==> src/verilog/ddc_defs.vh <==
`ifndef DDC_DEFS_VH
`define DDC_DEFS_VH
// register indices (printed offsets), byte address is index times four
`define DDC_IDX_GAIN      4'h4
`define DDC_IDX_TRIGGER   4'h5
`define DDC_IDX_BCAST     4'h6
`define DDC_IDX_STATUS    4'h7
`define DDC_IDX_CHAN_A    4'h8
`define DDC_IDX_CHAN_B    4'h9
`define DDC_IDX_SYNC      4'hA
`define DDC_IDX_IRQ_STAT  4'hB
`define DDC_IDX_IRQ_MASK  4'hC
// field positions
`define DDC_GAIN_A_BIT    0
`define DDC_GAIN_B_BIT    1
`define DDC_TRIG_LOAD_BIT 4
`define DDC_SYNC_A_BIT    0
`define DDC_SYNC_B_BIT    1
`define DDC_BCAST_A_BIT   8
`define DDC_BCAST_B_BIT   9
`define DDC_ALARM_BIT     0
// interrupt status bits
`define DDC_IRQ_ALARM_SET 0
`define DDC_IRQ_ALARM_CLR 1
`define DDC_IRQ_LOAD      2
`define DDC_IRQ_SRESET    3
// values
`define DDC_SRESET_CODE   4'hA
`define DDC_GAIN_RESET    16'h0003
`define DDC_SYNC_RESET    16'h0000
`define DDC_CODE_ZERO     16'h0000
`define DDC_CODE_MID      16'h8000
// timing: edges until the level pin synchroniser is filled
`define DDC_SETTLE_CYCLES 2'b11
`endif

==> src/verilog/ddc_regs.v <==
// Functional notes
// - channel b gain bit set gives channel b a gain of two
// - channel a gain bit, bit 0, set gives channel a gain of two
// - cleared gain bit gives that channel unity gain
// - trigger bit 4 loads all synchronous channels, then self-clears
// - code 1010 in trigger bits 3-0 resets the device, field self-clears
// - broadcast write updates active data of broadcast-enabled channels only
// - broadcast data msb aligned; narrow variants ignore low bits
// - broadcast register resets to 0000h or 8000h per level select pin
// - status bit 0 mirrors reference alarm, read only
// - alarm forces outputs to zero, stored codes kept, resumes after
// - channel data registers read/write, reset per level select pin
// - trigger bits 15-5 are plain storage, reset zero
//
// Our own choice: the APB slave port.
`timescale 1ns/100ps
`default_nettype none
`include "ddc_defs.vh"
module ddc_regs
(
    input  wire        pclk,
    input  wire        presetn,
    input  wire        psel,
    input  wire        penable,
    input  wire        pwrite,
    input  wire [11:0] paddr,
    input  wire [31:0] pwdata,
    output wire        pready,
    output wire        pslverr,
    output reg  [31:0] prdata,
    input  wire        reset_level_select,
    input  wire        ref_alarm_in,
    output reg  [15:0] chan_a_out,
    output reg  [15:0] chan_b_out,
    output reg         chan_a_double_gain,
    output reg         chan_b_double_gain,
    output reg         ref_buffer_enable,
    output reg         sync_load_strobe,
    output wire        irq
);

    // register map, byte address is four times the index
    // 0x10 gain select: bit 0 channel a, bit 1 channel b
    //      one means gain of two, zero means unity gain
    //      upper bits kept as plain storage
    // 0x14 trigger: bits 3:0 soft-reset field, bit 4 load strobe
    //      bits 15:5 plain storage, low five bits read as zero
    //      reset code and load both written: codes take reset, load strobe still pulses
    // 0x18 broadcast value: write only, reads as zero
    //      copied into active code of broadcast channels
    // 0x1c status: bit 0 live reference alarm, read only
    //      bits 15:1 plain storage
    // 0x20 channel a code, 0x24 channel b code
    //      staged here; applied at once unless synchronous
    // 0x28 channel mode: bits 1:0 synchronous per channel
    //      bits 9:8 broadcast enable per channel
    // 0x2c interrupt status, write one to clear
    //      bit 0 alarm rise, bit 1 alarm fall
    //      bit 2 load strobe, bit 3 soft reset
    //      a new event in the clearing cycle is kept
    // 0x30 interrupt mask, same layout as status
    // any other address answers with an error response
    //
    // start-up: codes follow the level pin once synchronised,
    //      so the pin must not be sampled before its flops fill
    // soft reset keeps interrupt status, clears the mask
    // alarm gives zero outputs, stored codes survive

    // staged registers and status
    reg  [15:0] gain_reg;
    reg  [10:0] trig_hi;
    reg  [15:0] all_channel_write_value;
    reg  [14:0] status_hi;
    wire [15:0] code_a;
    wire [15:0] code_b;
    wire [15:0] active_a;
    wire [15:0] active_b;
    wire [15:0] chan_code [0:1];
    wire [15:0] chan_active [0:1];
    reg  [1:0]  settle;
    wire        boot_load;
    wire [15:0] boot_code;
    genvar      gc;
    reg  [15:0] sync_cfg;
    reg  [3:0]  irq_stat;
    reg  [3:0]  irq_mask;
    reg  [2:0]  lvl_sync;
    reg  [2:0]  alm_sync;
    reg         level;
    reg         alarm;
    reg         alarm_q;
    reg         rst_done;
    wire        wr;
    wire        rd_unmapped;
    wire [3:0]  idx;
    wire [15:0] wd;
    wire        soft_rst;
    wire        load_req;
    wire [15:0] reset_code;
    reg  [3:0]  next_irq_set;

    assign pready  = 1'b1;
    assign idx     = paddr[5:2];
    assign wd      = pwdata[15:0];
    assign wr      = psel & penable & pwrite;
    assign rd_unmapped = (paddr[11:6] != 6'h00) || (paddr[1:0] != 2'b00)
                      || (idx < `DDC_IDX_GAIN) || (idx > `DDC_IDX_IRQ_MASK);
    assign pslverr = psel & penable & rd_unmapped;
    assign soft_rst = wr & ~rd_unmapped & (idx == `DDC_IDX_TRIGGER)
                    & (wd[3:0] == `DDC_SRESET_CODE);
    assign load_req = wr & ~rd_unmapped & (idx == `DDC_IDX_TRIGGER)
                    & wd[`DDC_TRIG_LOAD_BIT];
    assign reset_code = level ? `DDC_CODE_MID : `DDC_CODE_ZERO;
    assign irq = |(irq_stat & irq_mask);

    // start-up capture of the level pin once the synchroniser is filled
    assign boot_load = ~rst_done & (settle == `DDC_SETTLE_CYCLES)
                     & (lvl_sync[1] == lvl_sync[2]);
    assign boot_code = lvl_sync[2] ? `DDC_CODE_MID : `DDC_CODE_ZERO;

    // pin synchronisers, change counts when stages two and three agree
    always @(posedge pclk or negedge presetn)
    begin
        if (!presetn)
        begin
            lvl_sync <= 3'b000;
            alm_sync <= 3'b000;
            level    <= 1'b0;
            alarm    <= 1'b0;
        end
        else
        begin
            lvl_sync <= {lvl_sync[1:0], reset_level_select};
            alm_sync <= {alm_sync[1:0], ref_alarm_in};
            if (lvl_sync[1] == lvl_sync[2])
                level <= lvl_sync[2];
            if (alm_sync[1] == alm_sync[2])
                alarm <= alm_sync[2];
        end
    end

    // interrupt events
    always @*
    begin
        next_irq_set = 4'h0;
        next_irq_set[`DDC_IRQ_ALARM_SET] = alarm & ~alarm_q;
        next_irq_set[`DDC_IRQ_ALARM_CLR] = ~alarm & alarm_q;
        next_irq_set[`DDC_IRQ_LOAD]      = load_req;
        next_irq_set[`DDC_IRQ_SRESET]    = soft_rst;
    end

    // register file, interrupts, start-up and soft reset
    always @(posedge pclk or negedge presetn)
    begin
        if (!presetn)
        begin
            gain_reg   <= `DDC_GAIN_RESET;
            trig_hi    <= 11'h000;
            status_hi  <= 15'h0000;
            sync_cfg   <= `DDC_SYNC_RESET;
            all_channel_write_value <= `DDC_CODE_ZERO;
            settle     <= 2'b00;
            irq_stat   <= 4'h0;
            irq_mask   <= 4'h0;
            alarm_q    <= 1'b0;
            rst_done   <= 1'b0;
            sync_load_strobe <= 1'b0;
        end
        else
        begin
            alarm_q <= alarm;
            sync_load_strobe <= load_req;
            // set wins over a write-one clear
            if (wr & ~rd_unmapped & (idx == `DDC_IDX_IRQ_STAT))
                irq_stat <= (irq_stat & ~wd[3:0]) | next_irq_set;
            else
                irq_stat <= irq_stat | next_irq_set;
            // settle count for the level pin synchroniser
            if (settle != `DDC_SETTLE_CYCLES)
                settle <= settle + 2'b01;
            // catch level select after release, once synchronised
            if (boot_load)
            begin
                rst_done <= 1'b1;
                all_channel_write_value <= boot_code;
            end
            else if (soft_rst)
            begin
                gain_reg  <= `DDC_GAIN_RESET;
                trig_hi   <= 11'h000;
                status_hi <= 15'h0000;
                sync_cfg  <= `DDC_SYNC_RESET;
                all_channel_write_value <= reset_code;
                irq_mask  <= 4'h0;
            end
            else if (wr & ~rd_unmapped)
            begin
                case (idx)
                    `DDC_IDX_GAIN:    gain_reg <= wd;
                    `DDC_IDX_TRIGGER: trig_hi <= wd[15:5];
                    `DDC_IDX_BCAST:   all_channel_write_value <= wd;
                    `DDC_IDX_STATUS:  status_hi <= wd[15:1];
                    `DDC_IDX_SYNC:     sync_cfg <= wd;
                    `DDC_IDX_IRQ_MASK: irq_mask <= wd[3:0];
                    default:           sync_cfg <= sync_cfg;
                endcase
            end
        end
    end

    // per channel staged code and active code
    generate
        for (gc = 0; gc < 2; gc = gc + 1)
        begin : g_chan
            reg  [15:0] code;
            reg  [15:0] active;
            wire [3:0]  ch_idx;
            wire        ch_sync;
            wire        ch_bcast;
            wire        ch_wr;

            // channel decode and mode bits
            assign ch_idx   = (gc == 0) ? `DDC_IDX_CHAN_A : `DDC_IDX_CHAN_B;
            assign ch_sync  = sync_cfg[`DDC_SYNC_A_BIT + gc];
            assign ch_bcast = sync_cfg[`DDC_BCAST_A_BIT + gc];
            assign ch_wr    = wr & ~rd_unmapped;

            // start-up and soft reset win over any bus write
            always @(posedge pclk or negedge presetn)
            begin
                if (!presetn)
                begin
                    code   <= `DDC_CODE_ZERO;
                    active <= `DDC_CODE_ZERO;
                end
                else if (boot_load)
                begin
                    code   <= boot_code;
                    active <= boot_code;
                end
                else if (soft_rst)
                begin
                    code   <= reset_code;
                    active <= reset_code;
                end
                else if (ch_wr && idx == ch_idx)
                begin
                    code <= wd;
                    if (!ch_sync)
                        active <= wd;
                end
                else if (ch_wr && idx == `DDC_IDX_BCAST && ch_bcast)
                    active <= wd;
                else if (load_req && ch_sync)
                    active <= code;
            end

            // hand codes out of the loop
            assign chan_code[gc]   = code;
            assign chan_active[gc] = active;
        end
    endgenerate

    // named views of the channel codes
    assign code_a   = chan_code[0];
    assign code_b   = chan_code[1];
    assign active_a = chan_active[0];
    assign active_b = chan_active[1];

    // analog-facing outputs
    always @(posedge pclk or negedge presetn)
    begin
        if (!presetn)
        begin
            chan_a_out         <= `DDC_CODE_ZERO;
            chan_b_out         <= `DDC_CODE_ZERO;
            chan_a_double_gain <= 1'b1;
            chan_b_double_gain <= 1'b1;
            ref_buffer_enable  <= 1'b0;
        end
        else
        begin
            chan_a_double_gain <= gain_reg[`DDC_GAIN_A_BIT];
            chan_b_double_gain <= gain_reg[`DDC_GAIN_B_BIT];
            ref_buffer_enable  <= ~alarm;
            chan_a_out <= alarm ? `DDC_CODE_ZERO : active_a;
            chan_b_out <= alarm ? `DDC_CODE_ZERO : active_b;
        end
    end

    // read mux; trigger strobes and broadcast read as zero
    always @*
    begin
        prdata = 32'h0000_0000;
        if (psel && !pwrite && !rd_unmapped)
        begin
            case (idx)
                `DDC_IDX_GAIN:     prdata[15:0] = gain_reg;
                `DDC_IDX_TRIGGER:  prdata[15:0] = {trig_hi, 5'h00};
                `DDC_IDX_STATUS:   prdata[15:0] = {status_hi, alarm};
                `DDC_IDX_CHAN_A:   prdata[15:0] = code_a;
                `DDC_IDX_CHAN_B:   prdata[15:0] = code_b;
                `DDC_IDX_SYNC:     prdata[15:0] = sync_cfg;
                `DDC_IDX_IRQ_STAT: prdata[3:0]  = irq_stat;
                `DDC_IDX_IRQ_MASK: prdata[3:0]  = irq_mask;
                default:           prdata = 32'h0000_0000;
            endcase
        end
    end
endmodule // ddc_regs
`default_nettype wire
==> config.mk <==
export PLATFORM = sky130hd
export DESIGN_NAME = ddc_regs
export DESIGN_NICKNAME = d
export VERILOG_FILES = /design/src/verilog/ddc_regs.v
export VERILOG_INCLUDE_DIRS = /design/src /design/src/verilog
export SDC_FILE = /design/constraint.sdc
export NUM_CORES = 1
export LEC_CHECK = 0
export ABC_AREA = 1
export BUFFER_PORTS_ARGS = -buffer_cell sky130_fd_sc_hd__buf_2
export CORE_ASPECT_RATIO = 1.5
export CORE_MARGIN = 5
export CORE_UTILIZATION = 58
export DETAILED_ROUTE_END_ITERATION = 8
export PLACE_DENSITY_LB_ADDON = 0.2
export SYNTH_ARGS = -nofsm -noshare
export SYNTH_HDL_FRONTEND = slang
export SYNTH_SLANG_ARGS = --single-unit
==> constraint.sdc <==
create_clock -name pclk -period 6.4 [get_ports pclk]
set_input_delay 1.6 -clock pclk [delete_from_list [all_inputs] [get_ports pclk]]
set_output_delay 1.6 -clock pclk [all_outputs]
set_load 0.005 [all_outputs]
# Yosys cells after proc, flatten, opt, wreduce, memory -nomap -nowiden
# Index checks and enable logic that the tools add are counted.
[totals] reg_bits=178 word_cells=139
[classes] magnitude_cmp=2 add_sub_neg=1 n_reduce_logical=34 n_mux=41 eq_ne=16 n_bitwise=22
[ops] cell="2-to-1 mux 16 bit" count=29
[ops] cell="one-hot mux 12 bit (6 select lines)" count=1
[ops] cell="2-to-1 mux 15 bit" count=3
[ops] cell="2-to-1 mux 11 bit" count=3
[ops] cell="one-hot mux 4 bit (7 select lines)" count=1
[ops] cell="equality test 4 bit, second input constant" count=6
[ops] cell="equality test 4 x 3 -> 1 bit, second input constant" count=4
[ops] cell="2-to-1 mux 4 bit" count=4
[ops] cell="AND reduction 3 bit" count=5
[ops] cell="nonzero test 2 bit" count=7
[ops] cell="bitwise AND 1 bit" count=12
[ops] cell="nonzero test 5 bit" count=2
[ops] cell="logical AND 1 bit" count=9
[ops] cell="bitwise AND 4 bit" count=2
[ops] cell="!= test 4 bit, second input constant" count=2
[ops] cell="bitwise OR 4 bit" count=2
[ops] cell="nonzero test 3 bit" count=2
[ops] cell="nonzero test 6 bit" count=1
[ops] cell="NOT 1 bit" count=5
[ops] cell="greater-than comparator 4 bit, second input constant" count=1
[ops] cell="< comparator 4 x 3 -> 1 bit, second input constant" count=1
[ops] cell="NOT 4 bit" count=1
[ops] cell="AND reduction 2 bit" count=2
[ops] cell="OR reduction 4 bit" count=1
[ops] cell="other kinds (6)" count=10

# Depth between registers and ports, before layout
[depth] word_depth=14 ltp_mapped=14

# Least setup slack after synthesis
# OpenSTA, ideal clock, no wires.
[synth_path] kind="input to output" startpoint="input paddr[5]" endpoint="output prdata[8]" path_stages=8 t_arrival_ns=2.761 setup_slack_ns=2.039 path_cell_list="inv_1 -> nor2_1 -> nand2_1 -> inv_1 -> clkbuf_1 -> a22o_1 -> nor2_1 -> a31oi_1"
[synth_via] elab_chain_cells=6
[synth_rtl] item="start: declaration" line_no="ddc_regs.v:26" text="input wire [11:0] paddr,"
[synth_rtl] item="< comparator 4 x 3 -> 1 bit (no line)"
[synth_rtl] item="logical OR 1 bit (2 in series)" line_no="ddc_regs.v:106" text="assign rd_unmapped = (paddr[11:6] != 6'h00) || (paddr[1:0] != 2'b00)"
[synth_rtl] item="zero test 1 bit" line_no="ddc_regs.v:295" text="if (psel && !pwrite && !rd_unmapped)"
[synth_rtl] item="logical AND 1 bit" line_no="ddc_regs.v:295"
[synth_rtl] item="2-to-1 mux 16 bit (*)" line_no="ddc_regs.v:295"
[synth_rtl] item="end: declaration" line_no="ddc_regs.v:30" text="output reg [31:0] prdata,"
# Mark *: on every way between the ends. The rest lies on a longest branch, timed or not.

# Worst setup path after layout
[layout_path] startpoint="input paddr[11]" endpoint="output prdata[3]"
[layout_via] elab_chain_cells=7
[layout_rtl] item="nonzero test 6 bit" line_no="ddc_regs.v:106"
[layout_rtl] item="logical OR 1 bit (3 in series)" line_no="ddc_regs.v:106"
[layout_rtl] item="zero test 1 bit" line_no="ddc_regs.v:295"
[layout_rtl] item="logical AND 1 bit" line_no="ddc_regs.v:295"
[layout_rtl] item="2-to-1 mux 16 bit" line_no="ddc_regs.v:295"
# Every way passes these cells.

==> run summary <==
The run finished with clean final reports. Each instance of the synthesized netlist takes up on average just over 8 sq um. The final routed wire length divided by cell count is 15.4 um.

The register area share after synthesis came out at 54.0%. The top-area cell type share of the netlist area is about 53%. After synthesis, the cell types taking the most area are sky130_fd_sc_hd__dfrtp_1 (53%), sky130_fd_sc_hd__nand2_1 (15%), sky130_fd_sc_hd__o21ai_0 (6.8%). The clock passes through at most 2 buffers. The relative area change from synthesis to final layout came out at 12.1%. The number of iterations in the first detailed-routing pass is 9. The worst hold margin is about 350 ps. The Yosys step of the flow raised 0 warnings. Setup violations remaining at the end of the flow were counted as 0. The data arrival at the endpoint of the critical path is between 3000 and 4000 ps. The buffers inserted during post-CTS setup optimization came out at 0.

The max-slew violation total from the final report came out at 0. Across all layers, the routed design uses slightly below 7,000 vias. With fillers left out, the area of the finished cells amounts to 9260 sq um. The overall global routing resource usage came out at 24.6%. Once routing completed, OpenROAD measured the worst setup slack at roughly 1100 ps.

STA classifies the critical path endpoint as an output pin. The overall die height is about 160 um. Entering global routing, the biggest net connects 78 pins. The number of top-level design ports is between 100 and 150.

The async set-or-reset flop fraction in the synthesized netlist is 100%. The leakage power total came out at between 4 and 5 nW. The total power of the final layout came out at 2.35 mW. The placed cell count is around 1,200. The number of buffer and inverter instances along the worst setup path came out at 4. The count of flip-flops with a built-in enable after synthesis is 0. The worst setup path is of the primary input to output pin kind.

The post-detailed-placement half-perimeter wirelength is about 14 mm. The final antenna diode count came out at 0. The final worst clock skew came out at 9.50 ps. The final core area utilization is 66.2%.

After layout, the minimum clock period comes to approximately 5300 ps. The floorplan has 53 rows. On the worst path, the slowest cell contributes a delay of roughly 570 ps. Among cell families on the critical path, the largest total delay comes from simple AND/OR/NAND/NOR gates.

The top achievable clock speed is between 150 and 200 MHz. The number of port buffers came out at 88. The met3 layer wire length in the routed design came out at between 1 and 1.5 mm. The detailed route wirelength on metal2 is 9.84 mm.

The initial antenna violation count is 0. The total detailed-routing wirelength came out at about 20 mm. The critical path goes through buf_2, nor2_1, nand2_1, inv_1, nand2_1, nor2_1, nand3_1, a21oi_1, o21ai_0, inv_1, buf_2. The source-to-sink clock delay at the later pin of the worst-skew pair is ~430 ps. The max-cap violation count is 0. CTS placed an instance of sky130_fd_sc_hd__clkbuf_16 at the clock tree root. The number of storage elements in the synthesis netlist is 178.

The die width is 107 um. The distinct cell type count of the synthesized netlist is 38. The measured slew at the worst slew-check pin came out at between 1000 and 1500 ps. The per-cell via count in the routed design came out at about 5.3.

The aggregate negative setup slack is 0 ps. The library cell occupying the most area in the post-synthesis netlist is sky130_fd_sc_hd__dfrtp_1. The share of final-layout standard cells stronger than drive strength 1 came out at around 15%. In this run the cell area measured after placement is between 8000 and 9000 sq um.

The number of cells produced by synthesis came out at a little over 1,000. Gates resized during post-CTS repair numbered 0. The critical path data required time came out at 4800 ps. Registers take ~4500 sq um. The initial standard-cell utilization of the core is approximately three fifths.

The die area came out at approximately 17,000 sq um. Summing all multi-input logic gate instances after layout gives 3160 sq um. The detail route stage leaves a number of antenna-violating nets equal to 0. In the layout the commonest cells are sky130_fd_sc_hd__nand2_1 (332), sky130_fd_sc_hd__dfrtp_1 (174), sky130_fd_sc_hd__o21ai_0 (113), sky130_fd_sc_hd__nor2_1 (90), sky130_fd_sc_hd__buf_2 (87). The CTS clock-pin slew for the worst setup and hold paths came out at 70 ps.

The most common flop cell mapped by yosys is sky130_fd_sc_hd__dfrtp_1. The remaining design rule violation count is 0. On the critical path, the stage with the largest delay is an instance of sky130_fd_sc_hd__nand3_1.

Measured against its own limit, the worst slew margin works out to a little under a fifth. The area inside the core boundary came out at about 14,000 sq um. The count of hold-fix buffers inserted at cts is 0. In this run, CTS created clock tree buffers numbering 17. The placement-stage worst setup slack came out at roughly 1100 ps. The number of DRC markers after the initial detailed-route iteration came out at ~480. The total routed wire length on the met1 layer is roughly 8.0 mm.

The maximum fanout count along the critical path is 12. The number of global-route vias before repair was 6,503. The final hold violation count came out at 0.

The number of sinks driven by the clock tree came out at about 180. Routability-driven placement finished with a final weighted congestion of 0.924. The period utilization came out at slightly above 80%. The total grt overflow is 0. The deepest level of the CTS H-tree came out at 4. After the flow finishes, the layout carries non-filler instances totaling around 1,300. The worst hold path belongs to the class flop to flop.

In this run the top signal layer used is met4. The first global-routing pass estimated 32.6 mm of wire. The net count of the finished layout is ~1,100. The number of fillers in the final layout came out at around 1,200. STA classifies the critical path startpoint as a primary input. TritonCTS built the clock tree. The worst vdd rail ir drop came out at about 0.18 mV.

The library cell used most frequently in the layout, excluding fill and tap cells, is sky130_fd_sc_hd__nand2_1. Setup repair after global routing left no endpoint under its margin. The power per unit of standard cell area is 254 nW/um^2.

After synthesis the cells add up to between 8000 and 9000 sq um.
## cells in the mapped netlist (2+ instances only)
cell type / count
sky130_fd_sc_hd__clkbuf_1: 23
sky130_fd_sc_hd__nor2_4: 10
sky130_fd_sc_hd__inv_1: 79
sky130_fd_sc_hd__a22o_1: 3
sky130_fd_sc_hd__o22ai_1: 3
sky130_fd_sc_hd__nand2_1: 332
sky130_fd_sc_hd__a31oi_1: 8
sky130_fd_sc_hd__o21ai_0: 113
sky130_fd_sc_hd__dfstp_2: 4
sky130_fd_sc_hd__conb_1: 2
sky130_fd_sc_hd__inv_2: 7
sky130_fd_sc_hd__buf_2: 11
sky130_fd_sc_hd__nor2_1: 90
sky130_fd_sc_hd__nand4_1: 8
sky130_fd_sc_hd__nor2_2: 2
sky130_fd_sc_hd__nand3_1: 56
sky130_fd_sc_hd__dfrtp_1: 174
sky130_fd_sc_hd__a41oi_1: 3
sky130_fd_sc_hd__nand2_2: 7
sky130_fd_sc_hd__buf_6: 6
sky130_fd_sc_hd__a221oi_1: 10
sky130_fd_sc_hd__a21oi_1: 7
sky130_fd_sc_hd__buf_4: 22
sky130_fd_sc_hd__o21ai_1: 12
sky130_fd_sc_hd__xnor2_1: 2
## cells by family (layout without fill, tap and decap cells)
kind of cell | Yosys count | in the layout | share of synthesized area (%)
DFF | 178 | 178 | 54.0
xor gates and xnor gates | 2 | 2 | 0.212
other | 2 | 17 | 0.0909
AOI/OAI and AO/OA | 163 | 163 | 10.9
buffers and inverters | 149 | 213 | 8.48
muxes | 1 | 1 | 0.136
adders and majority gates | 2 | 2 | 0.273
and+or+nand+nor | 510 | 510 | 25.9
## routing by layer
layer | global-route usage, % | vias to the layer above
li1 | - | 3313
met1 | 33.0 | 3174
met2 | 40.6 | 308
met3 | 4.27 | 40
met4 | 8.90 | 0
met5 | 0 | -
## final cells by class
type / instances / share of cell area, %
Inverter: 86 / 3.49
Timing Repair Buffer: 95 / 5.39
Sequential cell: 178 / 48.2
Multi-Input combinational cell: 695 / 34.2
Tap cell: 192 / 2.59
Clock buffer: 18 / 4.74
Clock inverter: 14 / 1.46
## power breakdown
| part | switching, mW | internal (mW) | leakage (nW) |
|---|---|---|---|
| clock | 0.478 | 0.527 | 0.277 |
| sequential | 0.0131 | 1.16 | 2.41 |
| combinational | 0.129 | 0.0464 | 2.14 |
| total | 0.620 | 1.73 | 4.83 |
## worst paths after layout
check                                  from        endpoint  slack [ps]  depth (start not counted)
worst max-delay path              paddr[11]       prdata[3]        1120                         11
worst min-delay path            alm_sync[0]     alm_sync[1]         350                          0
worst max register to register    settle[0]      code_a[15]        3880                          7
worst min register to register  alm_sync[0]     alm_sync[1]         350                          0
max in group asynchronous           presetn  chan_b_out[10]        3960                          2
min in group asynchronous           presetn    status_hi[0]        1170                          1
## worst reg2reg max path, delay by kind of cell (launching register included)
family          cells  cell delay, ps
simple gates        4             770
compound gates      1              90
buf+inv             1             900
flops               1             390
fa+ha+maj           1             250
No activity file was read; power rests on OpenSTA's default activity.
